==> src/logic/sio_cfg_pkg.sv <==
// Constants for the logical device I/O decode and interrupt select block.
package sio_cfg_pkg;
    localparam int NDEV = 12;
    localparam int NLINE = 16;
    // Logical device numbers.
    localparam logic [3:0] LDN_FDC = 4'h0;
    localparam logic [3:0] LDN_PP = 4'h3;
    localparam logic [3:0] LDN_SP1 = 4'h4;
    localparam logic [3:0] LDN_SP2 = 4'h5;
    localparam logic [3:0] LDN_KBD = 4'h7;
    localparam logic [3:0] LDN_GAME = 4'h9;
    localparam logic [3:0] LDN_RUNTIME = 4'hA;
    localparam logic [3:0] LDN_MIDI = 4'hB;
    // Configuration register indices.
    localparam logic [7:0] IDX_LDN = 8'h07;
    localparam logic [7:0] IDX_OSC = 8'h24;
    localparam logic [7:0] IDX_CFG_LO = 8'h26;
    localparam logic [7:0] IDX_CFG_HI = 8'h27;
    localparam logic [7:0] IDX_ACT = 8'h30;
    localparam logic [7:0] IDX_BASE_HI = 8'h60;
    localparam logic [7:0] IDX_BASE_LO = 8'h61;
    localparam logic [7:0] IDX_IRQ = 8'h70;
    localparam int OSC_QUAL16_BIT = 6;
    localparam int ACT_BIT = 0;
    // Power-up configuration port address per strap level.
    localparam logic [15:0] CFG_PORT_STRAP0 = 16'h002E;
    localparam logic [15:0] CFG_PORT_STRAP1 = 16'h004E;
    localparam logic [1:0] STRAP_LOAD = 2'h2;
    localparam logic [1:0] STRAP_DONE = 2'h3;
    // Fixed keyboard addresses.
    localparam logic [11:0] KBD_DATA_ADDR = 12'h060;
    localparam logic [11:0] KBD_CMD_ADDR = 12'h064;
    // Per-device window shapes, index is the logical device number.
    localparam logic [NDEV-1:0][11:0] DEV_MIN = {12'h100, 12'h000, 12'h100, 12'h000, 12'h000, 12'h000,
        12'h100, 12'h100, 12'h100, 12'h000, 12'h000, 12'h100};
    localparam logic [NDEV-1:0][11:0] DEV_MAX = {12'hFFE, 12'hF7F, 12'hFFF, 12'h000, 12'h000, 12'h000,
        12'hFF8, 12'hFF8, 12'hFFC, 12'h000, 12'h000, 12'hFF8};
    localparam logic [NDEV-1:0][3:0] DEV_ALIGN = {4'h1, 4'h7, 4'h0, 4'h0, 4'h0, 4'h0,
        4'h3, 4'h3, 4'h2, 4'h0, 4'h0, 4'h3};
    localparam logic [NDEV-1:0][3:0] DEV_SPAN = {4'h1, 4'h7, 4'h0, 4'h0, 4'h0, 4'h0,
        4'h3, 4'h3, 4'h3, 4'h0, 4'h0, 4'h3};
    localparam logic [NDEV-1:0] DEV_RELOC = 12'hE39;
    // Parallel port extra offsets.
    localparam logic [11:0] PP_STD_END = 12'h003;
    localparam logic [11:0] PP_EPP_END = 12'h008;
    localparam logic [11:0] PP_EXT_LO = 12'h400;
    localparam logic [11:0] PP_EXT_HI = 12'h402;
    localparam logic [3:0] PP_EPP_ALIGN = 4'h3;
    // Interrupt select codes.
    localparam logic [3:0] IRQ_NONE = 4'h0;
    localparam logic [3:0] IRQ_SMI_SHARED = 4'h2;
    localparam logic [3:0] FDC_IRQ_RESET = 4'h6;
endpackage

==> src/logic/sio_io_decode.sv <==
// Configuration port, logical device I/O decode and interrupt routing.
//
// Operation
// - Floppy and serial bases lie 0x100-0xFF8, 8-aligned, eight locations each.
// - Parallel base 0x100-0xFFC 4-aligned; EPP offsets 3-7 need 8-alignment.
// - Parallel port also decodes base plus 400h, 401h and 402h.
// - Keyboard data sits at fixed address 60, command/status at 64.
// - Game port is one location anywhere from 0x100 to 0xFFF.
// - Runtime block base 0x000-0xF7F on 128-byte alignment.
// - MIDI base 0x100-0xFFE two-aligned; data at +0, status at +1.
// - Write index at config port, then access the register at port plus one.
// - Only address bits 11..0 compare against device bases.
// - With oscillator register bit 6 set, address bits 15..12 must be zero.
// - Config port resets to 0x2E or 0x4E by strap; relocatable via index 0x26 (low byte) and 0x27 (high byte).
// - Interrupt select 0 routes nowhere, n routes to line n; 2 shares SMI.
// - Interrupts are active high, parallel extended modes excepted; SMI active low.
// - Base high byte at 0x60, low at 0x61; unused bases ignore writes, read zero.
// - Accesses to a device with an out-of-range base are ignored.
// - A line nobody selects is left undriven.
`timescale 1ns/1ps
`default_nettype none
module sio_io_decode (
    input wire logic i_clk,
    input wire logic i_resetn,
    input wire logic i_io_valid,
    input wire logic i_io_write,
    input wire logic [15:0] i_io_addr,
    input wire logic [7:0] i_io_wdata,
    input wire logic i_config_port_strap,
    input wire logic [sio_cfg_pkg::NDEV-1:0] i_dev_irq,
    input wire logic i_pp_ext_mode,
    input wire logic i_smi_req,
    output logic o_io_ack,
    output logic [7:0] o_io_rdata,
    output logic [sio_cfg_pkg::NDEV-1:0] o_dev_sel,
    output logic [11:0] o_dev_offset,
    output logic [sio_cfg_pkg::NLINE-1:0] o_irq_line,
    output logic [sio_cfg_pkg::NLINE-1:0] o_irq_oe,
    output logic o_sys_mgmt_irq_n
);
    localparam int NDEV = sio_cfg_pkg::NDEV;
    localparam int NLINE = sio_cfg_pkg::NLINE;

    // ------------------------------------------------------------------
    // State
    // ------------------------------------------------------------------
    typedef struct packed {
        logic strap_s1;
        logic strap_s2;
        logic [1:0] strap_cnt;
        logic [7:0] index;
        logic [3:0] ldn;
        logic [7:0] osc_cfg;
        logic [7:0] cfg_lo;
        logic [7:0] cfg_hi;
        logic [NDEV-1:0] active;
        logic [NDEV-1:0][7:0] base_hi;
        logic [NDEV-1:0][7:0] base_lo;
        logic [NDEV-1:0][3:0] irq_sel;
        logic io_ack;
        logic [7:0] io_rdata;
        logic [NDEV-1:0] dev_sel;
        logic [11:0] dev_offset;
        logic [NLINE-1:0] irq_line;
        logic [NLINE-1:0] irq_oe;
        logic smi_n;
    } state_type;

    state_type st;
    state_type next_st;
    logic [NDEV-1:0] hit;
    logic [NDEV-1:0] valid;
    logic [NDEV-1:0][11:0] offset;
    logic [NLINE-1:0] line_oe;
    logic [NLINE-1:0] line_lvl;
    logic [15:0] cfg_base;
    logic qual16;
    logic addr_ok;
    logic cfg_index_hit;
    logic cfg_data_hit;

    assign cfg_base = {st.cfg_hi, st.cfg_lo};
    assign qual16 = st.osc_cfg[sio_cfg_pkg::OSC_QUAL16_BIT];
    assign addr_ok = !qual16 || (i_io_addr[15:12] == 4'h0);
    assign cfg_index_hit = addr_ok && (i_io_addr[11:0] == cfg_base[11:0]);
    assign cfg_data_hit = addr_ok && (i_io_addr[11:0] == 12'(cfg_base[11:0] + 12'h001));

    // ------------------------------------------------------------------
    // Device windows
    // ------------------------------------------------------------------
    genvar d;
    generate
        for (d = 0; d < NDEV; d++) begin : g_dev
            if (d == int'(sio_cfg_pkg::LDN_KBD)) begin : g_kbd
                assign valid[d] = 1'b1;
                assign offset[d] = i_io_addr[11:0] - sio_cfg_pkg::KBD_DATA_ADDR;
                assign hit[d] = st.active[d] && addr_ok && ((i_io_addr[11:0] == sio_cfg_pkg::KBD_DATA_ADDR)
                    || (i_io_addr[11:0] == sio_cfg_pkg::KBD_CMD_ADDR));
            end else if (sio_cfg_pkg::DEV_RELOC[d]) begin : g_reloc
                io_window_match #(
                    .MIN(sio_cfg_pkg::DEV_MIN[d]),
                    .MAX(sio_cfg_pkg::DEV_MAX[d]),
                    .ALIGN(sio_cfg_pkg::DEV_ALIGN[d]),
                    .SPAN(sio_cfg_pkg::DEV_SPAN[d]),
                    .IS_PP(d == int'(sio_cfg_pkg::LDN_PP))
                ) u_match (
                    .i_base({st.base_hi[d], st.base_lo[d]}),
                    .i_addr(i_io_addr),
                    .i_active(st.active[d]),
                    .i_qual16(qual16),
                    .o_valid(valid[d]),
                    .o_hit(hit[d]),
                    .o_offset(offset[d])
                );
            end else begin : g_none
                assign valid[d] = 1'b0;
                assign hit[d] = 1'b0;
                assign offset[d] = 12'h000;
            end
        end
    endgenerate

    // ------------------------------------------------------------------
    // Interrupt line routing
    // ------------------------------------------------------------------
    // Line 0 is never a target; code zero means no line.
    assign line_oe[0] = 1'b0;
    assign line_lvl[0] = 1'b0;
    genvar n;
    generate
        for (n = 1; n < NLINE; n++) begin : g_line
            logic [NDEV-1:0] on_line;
            for (d = 0; d < NDEV; d++) begin : g_src
                assign on_line[d] = st.active[d] && valid[d] && (st.irq_sel[d] == 4'(n));
            end
            assign line_oe[n] = |on_line;
            // parallel port extended modes signal active low
            assign line_lvl[n] = |(on_line & i_dev_irq & ~(NDEV'(i_pp_ext_mode) << sio_cfg_pkg::LDN_PP))
                || (on_line[sio_cfg_pkg::LDN_PP] && i_pp_ext_mode && !i_dev_irq[sio_cfg_pkg::LDN_PP]);
        end
    endgenerate

    // ------------------------------------------------------------------
    // Next state
    // ------------------------------------------------------------------
    always_comb begin
        logic has_base;
        // Device numbers past the table have no base, and must not index beyond it.
        has_base = (st.ldn < 4'(NDEV)) && sio_cfg_pkg::DEV_RELOC[st.ldn];
        next_st = st;
        next_st.strap_s1 = i_config_port_strap;
        next_st.strap_s2 = st.strap_s1;
        if (st.strap_cnt != sio_cfg_pkg::STRAP_DONE) begin
            next_st.strap_cnt = st.strap_cnt + 2'h1;
        end
        // strap picks the power-up port once the synchroniser has settled
        if (st.strap_cnt == sio_cfg_pkg::STRAP_LOAD) begin
            {next_st.cfg_hi, next_st.cfg_lo} = st.strap_s2 ? sio_cfg_pkg::CFG_PORT_STRAP1
                : sio_cfg_pkg::CFG_PORT_STRAP0;
        end
        next_st.io_ack = 1'b0;
        next_st.dev_sel = '0;
        next_st.io_rdata = 8'h00;
        if (i_io_valid) begin
            if (cfg_index_hit) begin
                next_st.io_ack = 1'b1;
                if (i_io_write) begin
                    next_st.index = i_io_wdata;
                end else begin
                    next_st.io_rdata = st.index;
                end
            end else if (cfg_data_hit) begin
                next_st.io_ack = 1'b1;
                case (st.index)
                    sio_cfg_pkg::IDX_LDN: begin
                        next_st.io_rdata = {4'h0, st.ldn};
                        if (i_io_write) next_st.ldn = i_io_wdata[3:0];
                    end
                    sio_cfg_pkg::IDX_OSC: begin
                        next_st.io_rdata = st.osc_cfg;
                        if (i_io_write) next_st.osc_cfg = i_io_wdata;
                    end
                    sio_cfg_pkg::IDX_CFG_LO: begin
                        next_st.io_rdata = st.cfg_lo;
                        if (i_io_write) next_st.cfg_lo = i_io_wdata;
                    end
                    sio_cfg_pkg::IDX_CFG_HI: begin
                        next_st.io_rdata = st.cfg_hi;
                        if (i_io_write) next_st.cfg_hi = i_io_wdata;
                    end
                    sio_cfg_pkg::IDX_ACT: begin
                        next_st.io_rdata = {7'h00, st.active[st.ldn]};
                        if (i_io_write) next_st.active[st.ldn] = i_io_wdata[sio_cfg_pkg::ACT_BIT];
                    end
                    // base bytes, absent bases read zero
                    sio_cfg_pkg::IDX_BASE_HI: begin
                        next_st.io_rdata = has_base ? st.base_hi[st.ldn] : 8'h00;
                        if (i_io_write && has_base) next_st.base_hi[st.ldn] = i_io_wdata;
                    end
                    sio_cfg_pkg::IDX_BASE_LO: begin
                        next_st.io_rdata = has_base ? st.base_lo[st.ldn] : 8'h00;
                        if (i_io_write && has_base) next_st.base_lo[st.ldn] = i_io_wdata;
                    end
                    // four-bit select, upper bits read zero
                    sio_cfg_pkg::IDX_IRQ: begin
                        next_st.io_rdata = {4'h0, st.irq_sel[st.ldn]};
                        if (i_io_write) next_st.irq_sel[st.ldn] = i_io_wdata[3:0];
                    end
                    default: begin
                        next_st.io_rdata = 8'h00;
                    end
                endcase
            end else if (|hit) begin
                // only valid, active windows claim the cycle
                next_st.io_ack = 1'b1;
                next_st.dev_sel = hit;
            end
        end
        next_st.dev_offset = 12'h000;
        for (int k = 0; k < NDEV; k++) begin
            if (i_io_valid && hit[k] && !cfg_index_hit && !cfg_data_hit) next_st.dev_offset = offset[k];
        end
        next_st.irq_line = line_lvl;
        next_st.irq_oe = line_oe;
        // SMI yields the shared pin whenever line 2 is routed
        next_st.smi_n = !(i_smi_req && !line_oe[sio_cfg_pkg::IRQ_SMI_SHARED]);
    end

    // ------------------------------------------------------------------
    // Registers
    // ------------------------------------------------------------------
    // The port address is a constant under reset; the strap is caught after release.
    always_ff @(posedge i_clk or negedge i_resetn) begin
        if (!i_resetn) begin
            st <= '0;
            st.cfg_lo <= sio_cfg_pkg::CFG_PORT_STRAP0[7:0];
            st.irq_sel[sio_cfg_pkg::LDN_FDC] <= sio_cfg_pkg::FDC_IRQ_RESET;
            st.smi_n <= 1'b1;
        end else begin
            st <= next_st;
        end
    end

    assign o_io_ack = st.io_ack;
    assign o_io_rdata = st.io_rdata;
    assign o_dev_sel = st.dev_sel;
    assign o_dev_offset = st.dev_offset;
    assign o_irq_line = st.irq_line;
    assign o_irq_oe = st.irq_oe;
    assign o_sys_mgmt_irq_n = st.smi_n;
endmodule // sio_io_decode
`default_nettype wire

==> src/logic/io_window_match.sv <==
// One relocatable logical device window: base range check and address hit.
`timescale 1ns/1ps
`default_nettype none
module io_window_match #(
    parameter logic [11:0] MIN = 12'h100,
    parameter logic [11:0] MAX = 12'hFF8,
    parameter logic [3:0] ALIGN = 4'h3,
    parameter logic [3:0] SPAN = 4'h3,
    parameter bit IS_PP = 1'b0
) (
    input wire logic [15:0] i_base,
    input wire logic [15:0] i_addr,
    input wire logic i_active,
    input wire logic i_qual16,
    output logic o_valid,
    output logic o_hit,
    output logic [11:0] o_offset
);
    logic [11:0] align_mask;
    logic [11:0] epp_mask;
    logic in_win;

    // Base is usable only inside its range and on its alignment.
    assign align_mask = 12'((13'h1 << ALIGN) - 13'h1);
    assign epp_mask = 12'((13'h1 << sio_cfg_pkg::PP_EPP_ALIGN) - 13'h1);
    assign o_valid = (i_base[15:12] == 4'h0) && (i_base[11:0] >= MIN) && (i_base[11:0] <= MAX)
        && ((i_base[11:0] & align_mask) == 12'h000);
    // Only the low twelve address bits take part in the offset.
    assign o_offset = i_addr[11:0] - i_base[11:0];

    // The parallel port owns a split window; EPP offsets need 8-byte alignment.
    generate
        if (IS_PP) begin : g_pp
            assign in_win = (o_offset < sio_cfg_pkg::PP_STD_END)
                || (((i_base[11:0] & epp_mask) == 12'h000) && (o_offset < sio_cfg_pkg::PP_EPP_END))
                || ((o_offset >= sio_cfg_pkg::PP_EXT_LO) && (o_offset <= sio_cfg_pkg::PP_EXT_HI));
        end else begin : g_plain
            assign in_win = (o_offset >> SPAN) == 12'h000;
        end
    endgenerate

    assign o_hit = i_active && o_valid && in_win && (!i_qual16 || (i_addr[15:12] == 4'h0));
endmodule // io_window_match
`default_nettype wire

==> config.mk <==
export PLATFORM = sky130hd
export DESIGN_NAME = sio_io_decode
export DESIGN_NICKNAME = d
export VERILOG_FILES = /design/src/logic/sio_cfg_pkg.sv /design/src/logic/sio_io_decode.sv /design/src/logic/io_window_match.sv
export SDC_FILE = /design/constraint.sdc
export NUM_CORES = 1
export LEC_CHECK = 0
export CAP_MARGIN = 20
export CORE_MARGIN = 1.5
export CORE_UTILIZATION = 43
export CTS_CLUSTER_SIZE = 25
export DETAILED_ROUTE_END_ITERATION = 12
export DONT_BUFFER_PORTS = 1
export SYNTH_ARGS = -nofsm -noshare
export SYNTH_HDL_FRONTEND = slang
export SYNTH_SLANG_ARGS = --single-unit
==> constraint.sdc <==
create_clock -name i_clk -period 5.8 [get_ports i_clk]
set_clock_uncertainty 0.15 [all_clocks]
set_input_delay 0.87 -clock i_clk [delete_from_list [all_inputs] [get_ports i_clk]]
set_output_delay 0.87 -clock i_clk [all_outputs]
set_load 0.02 [all_outputs]
Word level (Yosys, flattened, before mapping) --
Memory sizes are Yosys's and may differ from the RTL's. Index checks and enable logic that the tools add are counted.
Operators by class: mux-type cells 55, $lt $le $gt $ge 21, $add $sub $neg 10, reduce and logical (&&, ||, !) cells 309, bitwise logic cells 32, multipliers 0, shift operators 0, divide/modulo/power cells 0, equal/unequal tests 134
Operators by type and width (number):
- 2-to-1 mux 268 bit | 2
- 2-to-1 mux 96 bit | 4
- bitwise AND 12 bit | 30
- 2-to-1 mux 289 bit | 1
- == test 4 bit, second input constant | 64
- logical AND 1 bit | 225
- bitwise mux 96 bit | 2
- OR reduction 12 bit | 15
- zero test 12 bit | 13
- 2-to-1 mux 12 bit | 13
- == test 4 x 3 -> 1 bit, second input constant | 32
- OR reduction 8 bit | 16
- 2-to-1 mux 48 bit | 2
- 2-to-1 mux 8 bit | 11
- less-or-equal comparator 12 bit, second input constant | 7
- subtractor 12 bit | 7
- greater-or-equal comparator 12 x 9 -> 1 bit, second input constant | 6
- binary-select mux 8 bit (select 4 bit) | 2
- == test 4 x 2 -> 1 bit, second input constant | 16
- case mux 8 bit (8 select lines) | 1
- bitwise mux 48 bit | 1
- demux 8 bit (select 4 bit) | 1
- == test 4 x 1 -> 1 bit, second input constant | 8
- == test 8 x 6 -> 1 bit, second input constant | 4
- other kinds (34) | 78
Word-level totals: output and inout bits 66, word-level logic and storage cells 614, input bits 43, memory bits (read-only) 16, bits in writable memories 0, latch bits 0, memories 1, flip-flop bits (word level) 356
Memories:
- (name not given) | words 16, width 1, rd ports 1, clocked after memory_dff 0, wr ports 0, RTL line sio_io_decode.sv:149 | has_base = (st.ldn < 4'(NDEV)) && sio_cfg_pkg::DEV_RELOC[st.ldn];

Depth between registers and ports, before layout --
Gate-level depths: netlist (run 1).
word-level depth 18, gate-level depth with buffers 13, depth with buffers taken out 13

Cells and area by module --
Synthesis (run 1) repeated with hierarchy kept, for this count alone.
Second synthesis, totals: cell total of the unflattened synthesis 2451, area total of the unflattened synthesis 25649.6 um2
Modules (own cells, without submodules):
- sio_io_decode | times used 1, cells each 1763, area an instance 20633.5 um2, sequential area each 8817.2 um2
- io_window_match (g_dev[4].g_reloc.u_match ...) | times used 2, cells each 107, area an instance 803.3 um2, sequential area each 0.0 um2
- io_window_match (g_dev[3].g_reloc.u_match) | times used 1, cells each 116, area an instance 847.1 um2, sequential area each 0.0 um2
- io_window_match (g_dev[10].g_reloc.u_match) | times used 1, cells each 94, area an instance 676.9 um2, sequential area each 0.0 um2
- io_window_match (g_dev[9].g_reloc.u_match) | times used 1, cells each 96, area an instance 654.4 um2, sequential area each 0.0 um2
- io_window_match (g_dev[11].g_reloc.u_match) | times used 1, cells each 87, area an instance 636.9 um2, sequential area each 0.0 um2
- io_window_match (g_dev[0].g_reloc.u_match) | times used 1, cells each 81, area an instance 594.3 um2, sequential area each 0.0 um2

Least setup slack after synthesis (run 1) --
No wires, ideal clock.
path kind input port to flip-flop, start input port i_io_addr[0], end register st, in the netlist o_dev_offset[2], arrival time 3.654 ns, path slack 1.931 ns, required time 5.585 ns, path buffers 0, cell stages on the path 13, setup time 0.065 ns, path through inv_1 ha_1 inv_1 fa_1 a21o_1 a221oi_1 or3b_2 o211ai_1 xor2_1 or4_1 or3_1 nand4_1 a31o_1
RTL lines:
- start, declared | RTL line sio_io_decode.sv:27 | input wire logic [15:0] i_io_addr,
- end signal, assigned | RTL line sio_io_decode.sv:240 | st <= next_st;
- end, declared | RTL line sio_io_decode.sv:69 | state_type st;

==> impl_metrics.json, run 1 <==
{
  "synth_top_family_by_area": "multiplexers",
  "synthMuxAreaShare_pct": 20.5,
  "die-area_um2": 54700,
  "start_util_pct": 43.5,
  "dpl.hpwl_mm": 55.7,
  "diodes": 0,
  "hold-worst-slack_ps": -148,
  "p_leak_nw": 10.4,
  "ys_warn_count": 0,
  "cts_buffers": 44,
  "areaGrowthSynthToFinish_pct": 6.46,
  "fin_util_pct": 46.3,
  "relSlewSlack_pct": 29.9,
  "syn_avg_cell_area_um2": 10.3,
  "clock_sinks": 352,
  "grt_max_degree": 353,
  "synthXorXnorAreaFrac_pct": 2.06,
  "maxCapViolCount": 0,
  "min_period_over_period_pct": 73.1,
  "peakVddDrop_mv": 0.180,
  "synth_edf_count": 0,
  "first_pass_iters": 5,
  "maxSlewViolCount": 0,
  "track_usage_pct": 28.8,
  "tightestPinTransition_ps": 1050,
  "synthFlopType": "dfrtp_1",
  "hp-class": "in -> async",
  "cts_tree": "done",
  "ys_seq_elements": 352,
  "cp_max_fo": 11,
  "max_freq_mhz": 236,
  "setup_tns_ps": 0,
  "synth_area_um2": 22900,
  "port_buffers": 0,
  "min_period_ps": 4240,
  "drc_errors": 0,
  "drive_gt1_share_pct": 21.1,
  "cp_data_arrival_time_ps": 4530,
  "nFillCells": 4849,
  "die_w_um": 234,
  "viasPerCell": 6.43,
  "cts_root_buffer": "clkbuf_16",
  "synth_compound_area_share_pct": 12.7,
  "htreeDepth": 2,
  "cts_resized": 0,
  "violations": "hold timing",
  "cp-end-kind": "register",
  "critPathRequiredTime_ps": 6090,
  "ant_nets": 0,
  "synth_adder_area_share_pct": 5.25,
  "grt_pass1_vias": 17800,
  "synth_cell_types": 90,
  "rsz0062_at_grt": "no",
  "clkTransAtPathRegs_ps": 60,
  "io_pins": 109,
  "grt-ovfl-total": 0,
  "fin_nets": 2255,
  "wl_mm": 78.4,
  "cp-start-kind": "register",
  "gp_congestion": 0.972,
  "grt_pass1_wl_mm": 116,
  "clockBufferDepth": 3,
  "status": "finished, violations left",
  "clkLatencyLatePin_ps": 590,
  "vias": 18300,
  "postSynthCellCount": 2229,
  "ys_seq_area_share_pct": 38.5,
  "path_class": "reg -> reg",
  "rows": 84,
  "synthSimpleGateAreaFrac_pct": 15.1,
  "antenna_found_initial": 3,
  "setup_violations": 0,
  "power.density_nw_per_um2": 224,
  "wire_per_inst_um": 27.6,
  "core_um2": 52700,
  "drt_iter0_drc": 1910,
  "ys_async_sr_fraction_pct": 100,
  "die_h_um": 234,
  "finalHoldViolations": 182
}
[cell usage after synthesis (all sizes together), types with 44 or more instances]
cell type | count | area [µm²]
clkbuf | 88 | 332
nor2b | 44 | 275
nor3 | 49 | 250
ha | 85 | 1060
inv | 116 | 435
buf | 86 | 597
a21oi | 63 | 315
dfrtp | 345 | 8630
nand3 | 72 | 370
mux4 | 63 | 1420
mux2 | 256 | 2880
nand2 | 147 | 554
nor2 | 152 | 726
o22ai | 51 | 319
o21ai | 112 | 561
[where the power goes]
part | switching (mW) | internal, mW | leakage, nW
Sequential | 0.00355 | 2.46 | 4.87
Clock | 1.11 | 1.61 | 0.693
Combinational | 0.167 | 0.120 | 4.83
Total | 1.28 | 4.19 | 10.4
[cell type report]
type                       count  area, µm²  area share, %
clock inverter                18        203          0.831
timing repair buffer          13       92.6          0.379
inverter                     116        435           1.78
tap                          688        861           3.53
clock buffer                  60       1220           5.00
sequential                   352       8820           36.2
multi-input combinational   1593      12800           52.3
[logic make-up (layout without fill, tap and decap cells)]
kind of cell,count (synthesis),count (layout)
flip-flops,352,352
other,1,7
buffers and inverters,290,207
AO/OA/AOI/OAI,435,435
multiplexers,358,358
adder cells (fa/ha/maj),92,92
AND/OR/NAND/NOR,648,648
XOR/XNOR,53,53
[cell usage in the layout (no fill, tap or decap), drive strengths merged, types with 16 or more instances in the layout]
cell / count
dfrtp: 345
mux2: 256
nor2: 152
nand2: 147
inv: 120
o21ai: 112
ha: 85
nand3: 72
a21oi: 63
mux4: 63
clkbuf: 60
o22ai: 51
nor3: 49
nor2b: 44
mux2i: 39
nand2b: 36
xnor2: 32
nor4: 28
xor2: 21
nand4: 20
o211ai: 19
o21a: 17
a211oi: 17
and3: 16
[through the flow]
| step | setup WS (ps) | power [mW] | cell area [µm²] | cells | hold WS [ps] |
|---|---|---|---|---|---|
| floorplan | 1930 | 2.75 | 22900 | 2235 | 181 |
| global placement | 1150 | 2.78 | 23000 | 2760 | 197 |
| detailed placement | 1120 | 2.79 | 23000 | 2760 | 198 |
| CTS | 1590 | 5.52 | 24400 | 2838 | -175 |
| global route | 1390 | 5.66 | 24400 | 2840 | -163 |
| finish | 1560 | 5.48 | 24400 | 2840 | -148 |
[worst max-delay path, stage by stage (launching register included)]
cell and delay, ps:
dfstp_2 600, nand3_1 220, or3_1 390, a211oi_2 260
o2111a_1 220, and2_1 140, and3_1 420, nand3b_2 630
nor2_2 620, mux2_2 390
[metal layers]
layer  vias to the layer above  wire length, µm  track usage (%)
met1                      9353            34300             40.8
met4                         4             2400             9.07
met3                       150             6320             5.75
met5                         -               28                0
met2                       821            35400             44.3
li1                       7945                -                -
[worst paths after layout]
| check | from | end | slack [ps] | cells after the start |
|---|---|---|---|---|
| min in group i_clk | i_config_port_strap | next_st[356] | 170 | 0 |
| min | i_resetn | o_irq_oe[7] | -150 | 0 |
| max | cfg_base[1] | register | 1560 | 9 |
| max in group asynchronous | i_resetn | o_irq_oe[8] | 4840 | 0 |
| max reg2reg | cfg_base[1] | register | 1560 | 9 |
| min reg2reg | next_st[356] | st[356] | 200 | 0 |
[repair_timing]
| item | in CTS | in global routing |
|---|---|---|
| endpoints found under the setup margin | 0 | 0 |
| buffers inserted | 0 | 0 |
| hold endpoints to repair | 345 | 345 |
Note: power is estimated with default switching activity, not from simulation.
==> run 2: changes to the inputs <==
==> constraint.sdc (replaced) <==
create_clock -name i_clk -period 4.2 [get_ports i_clk]
set_clock_uncertainty 0.15 [all_clocks]
set_input_delay 0.63 -clock i_clk [delete_from_list [all_inputs] [get_ports i_clk]]
set_output_delay 0.63 -clock i_clk [all_outputs]
set_load 0.02 [all_outputs]
==> run 2 against run 1 <==
Against the previous run:
- the run still ends with hold timing left
- fmax up 10%
- setup slack worse by 1200 ps
- global-route usage down 0.27 points
- die area unchanged
- non-clock buffer count up 31
- sequential share of layout area down 0.41 points
==> impl_metrics.json, run 2 (same netlist as run 1, synthesis figures left out) <==
{
  "violations": "hold timing",
  "hold_buffers": 3,
  "antenna_found_initial": 5,
  "htreeDepth": 2,
  "cts_tree": "done",
  "hold-worst-slack_ps": -392,
  "r2r_cells": 9,
  "status": "finished, violations left",
  "track_usage_pct": 28.5,
  "p_leak_nw": 10.5,
  "design_area_um2": 24700,
  "layout_common_cells": "dfrtp_1 (343), mux2_2 (251), nand2_1 (146)",
  "grt_pass1_vias": 17800,
  "die-area_um2": 54700,
  "drt_iter0_drc": 1700,
  "multi_input_area_um2": 12800,
  "setup_violations": 0,
  "grt_max_degree": 353,
  "start_util_pct": 43.5,
  "vias": 18300,
  "die_h_um": 234,
  "peakVddDrop_mv": 0.320,
  "wire_per_inst_um": 27.2,
  "clockBufferDepth": 3,
  "cts_root_buffer": "clkbuf_16",
  "hp-class": "in -> async",
  "io_pins": 109,
  "gp_congestion": 0.997,
  "maxCapViolCount": 0,
  "nFillCells": 4804,
  "power.density_nw_per_um2": 308,
  "die_w_um": 234,
  "rsz0062_at_grt": "no",
  "grt_pass1_wl_mm": 116,
  "post-cts-setup-buffers": 0,
  "seq_area_um2": 8820,
  "rows": 84,
  "min_period_ps": 3840,
  "met1_usage_pct": 40.1,
  "maxSlewViolCount": 0,
  "grt-ovfl-total": 0,
  "cp-end-kind": "register",
  "fin_nets": 2285,
  "clkTransAtPathRegs_ps": 60,
  "wl_mm": 77.9,
  "place_area_um2": 23200,
  "cp_max_fo": 4,
  "cp-start-kind": "register",
  "top_usage_layer": "met2",
  "finalHoldViolations": 345,
  "clkLatencyLatePin_ps": 590,
  "use_met3_pct": 6.21,
  "cts_resized": 0,
  "critPathRequiredTime_ps": 4510,
  "viasPerCell": 6.38,
  "met2_usage_pct": 43.5,
  "cts_buffers": 43,
  "final_common_cell": "dfrtp_1",
  "setup_tns_ps": 0,
  "tightestPinTransition_ps": 1050,
  "first_pass_iters": 9,
  "path_class": "reg -> reg",
  "areaGrowthSynthToFinish_pct": 7.69,
  "diodes": 0,
  "port_buffers": 0,
  "core_um2": 52700,
  "drive_gt1_share_pct": 22.0,
  "relSlewSlack_pct": 30.3,
  "ant_nets": 0,
  "drc_errors": 0,
  "min_period_over_period_pct": 91.5,
  "cp_data_arrival_time_ps": 4160,
  "clock_sinks": 352,
  "max_freq_mhz": 260,
  "dpl.hpwl_mm": 56.1
}
==> run 2: cell types whose count changed in the layout (fill, tap and decap cells not counted) <==
cell | previous run | this run
clkbuf_1 | 10 | 8
clkinvlp_4 | 3 | 6
inv_6 | 4 | 2
buf_8 | 0 | 1
bufinv_16 | 3 | 4
dlygate4sd3_1 | 0 | 3
buf_2 | 2 | 0
buf_12 | 0 | 2
buf_4 | 11 | 38
clkinv_4 | 1 | 0
clkinv_2 | 6 | 3
==> run 2: area by class of cell <==
class                   count  share of cell area [%]
well taps                 688                    3.49
inverters                 116                    1.76
clock inverters            16                   0.867
clock buffers              58                    4.92
multi-input cells        1593                    51.7
repair buffers             44                    1.50
flip-flops and latches    352                    35.8
==> run 2: metal layers <==
layer | vias to the layer above | part of all wire (%)
met1 | 9354 | 44
met5 | - | 0.053
li1 | 7982 | -
met4 | 6 | 3.0
met3 | 138 | 8.1
met2 | 802 | 45
==> run 2: path summary, 6_finish.rpt <==
path	start	slack, ps	endpoint
hold reg to reg	next_st[356]	210	st[356]
setup reg to reg	register	360	o_dev_offset[10]
setup / recovery	register	360	o_dev_offset[10]
hold / removal	i_resetn	-390	o_irq_oe[7]
min in group i_clk	i_io_valid	40	o_io_ack
max in group asynchronous	i_resetn	3440	asynchronous set/reset pin
==> run 2: where the power goes <==
group / internal [mW] / total [mW] / switching [mW] / leakage [nW]
Clock: 2.27 / 3.79 / 1.52 / 0.680
Sequential: 3.40 / 3.40 / 0.00522 / 4.87
Combinational: 0.173 / 0.405 / 0.232 / 4.99
Total: 5.84 / 7.60 / 1.75 / 10.5
==> run 2: critical path, cell delays in order, from the launching register on <==
cell and delay [ps]:
dfrtp_1 390, or4_1 540, nor3_1 590, o21ai_0 230, nor4_1 260, nand4_1 100, or4_1 670, nand4_1 340
nor2_1 220, and4_1 220
==> run 2: metrics by stage <==
stage | total power [mW] | util [%] | hold slack [ps] | cells | worst slack [ps]
after floorplan | 3.80 | - | 181 | 2235 | 549
after global placement | 3.84 | 44.1 | 191 | 2789 | 211
after detailed placement | 3.85 | 44.1 | 187 | 2789 | 163
after CTS | 7.67 | 46.8 | -424 | 2866 | 393
after global routing | 7.85 | 46.9 | -421 | 2867 | 130
final | 7.60 | 46.9 | -392 | 2867 | 357
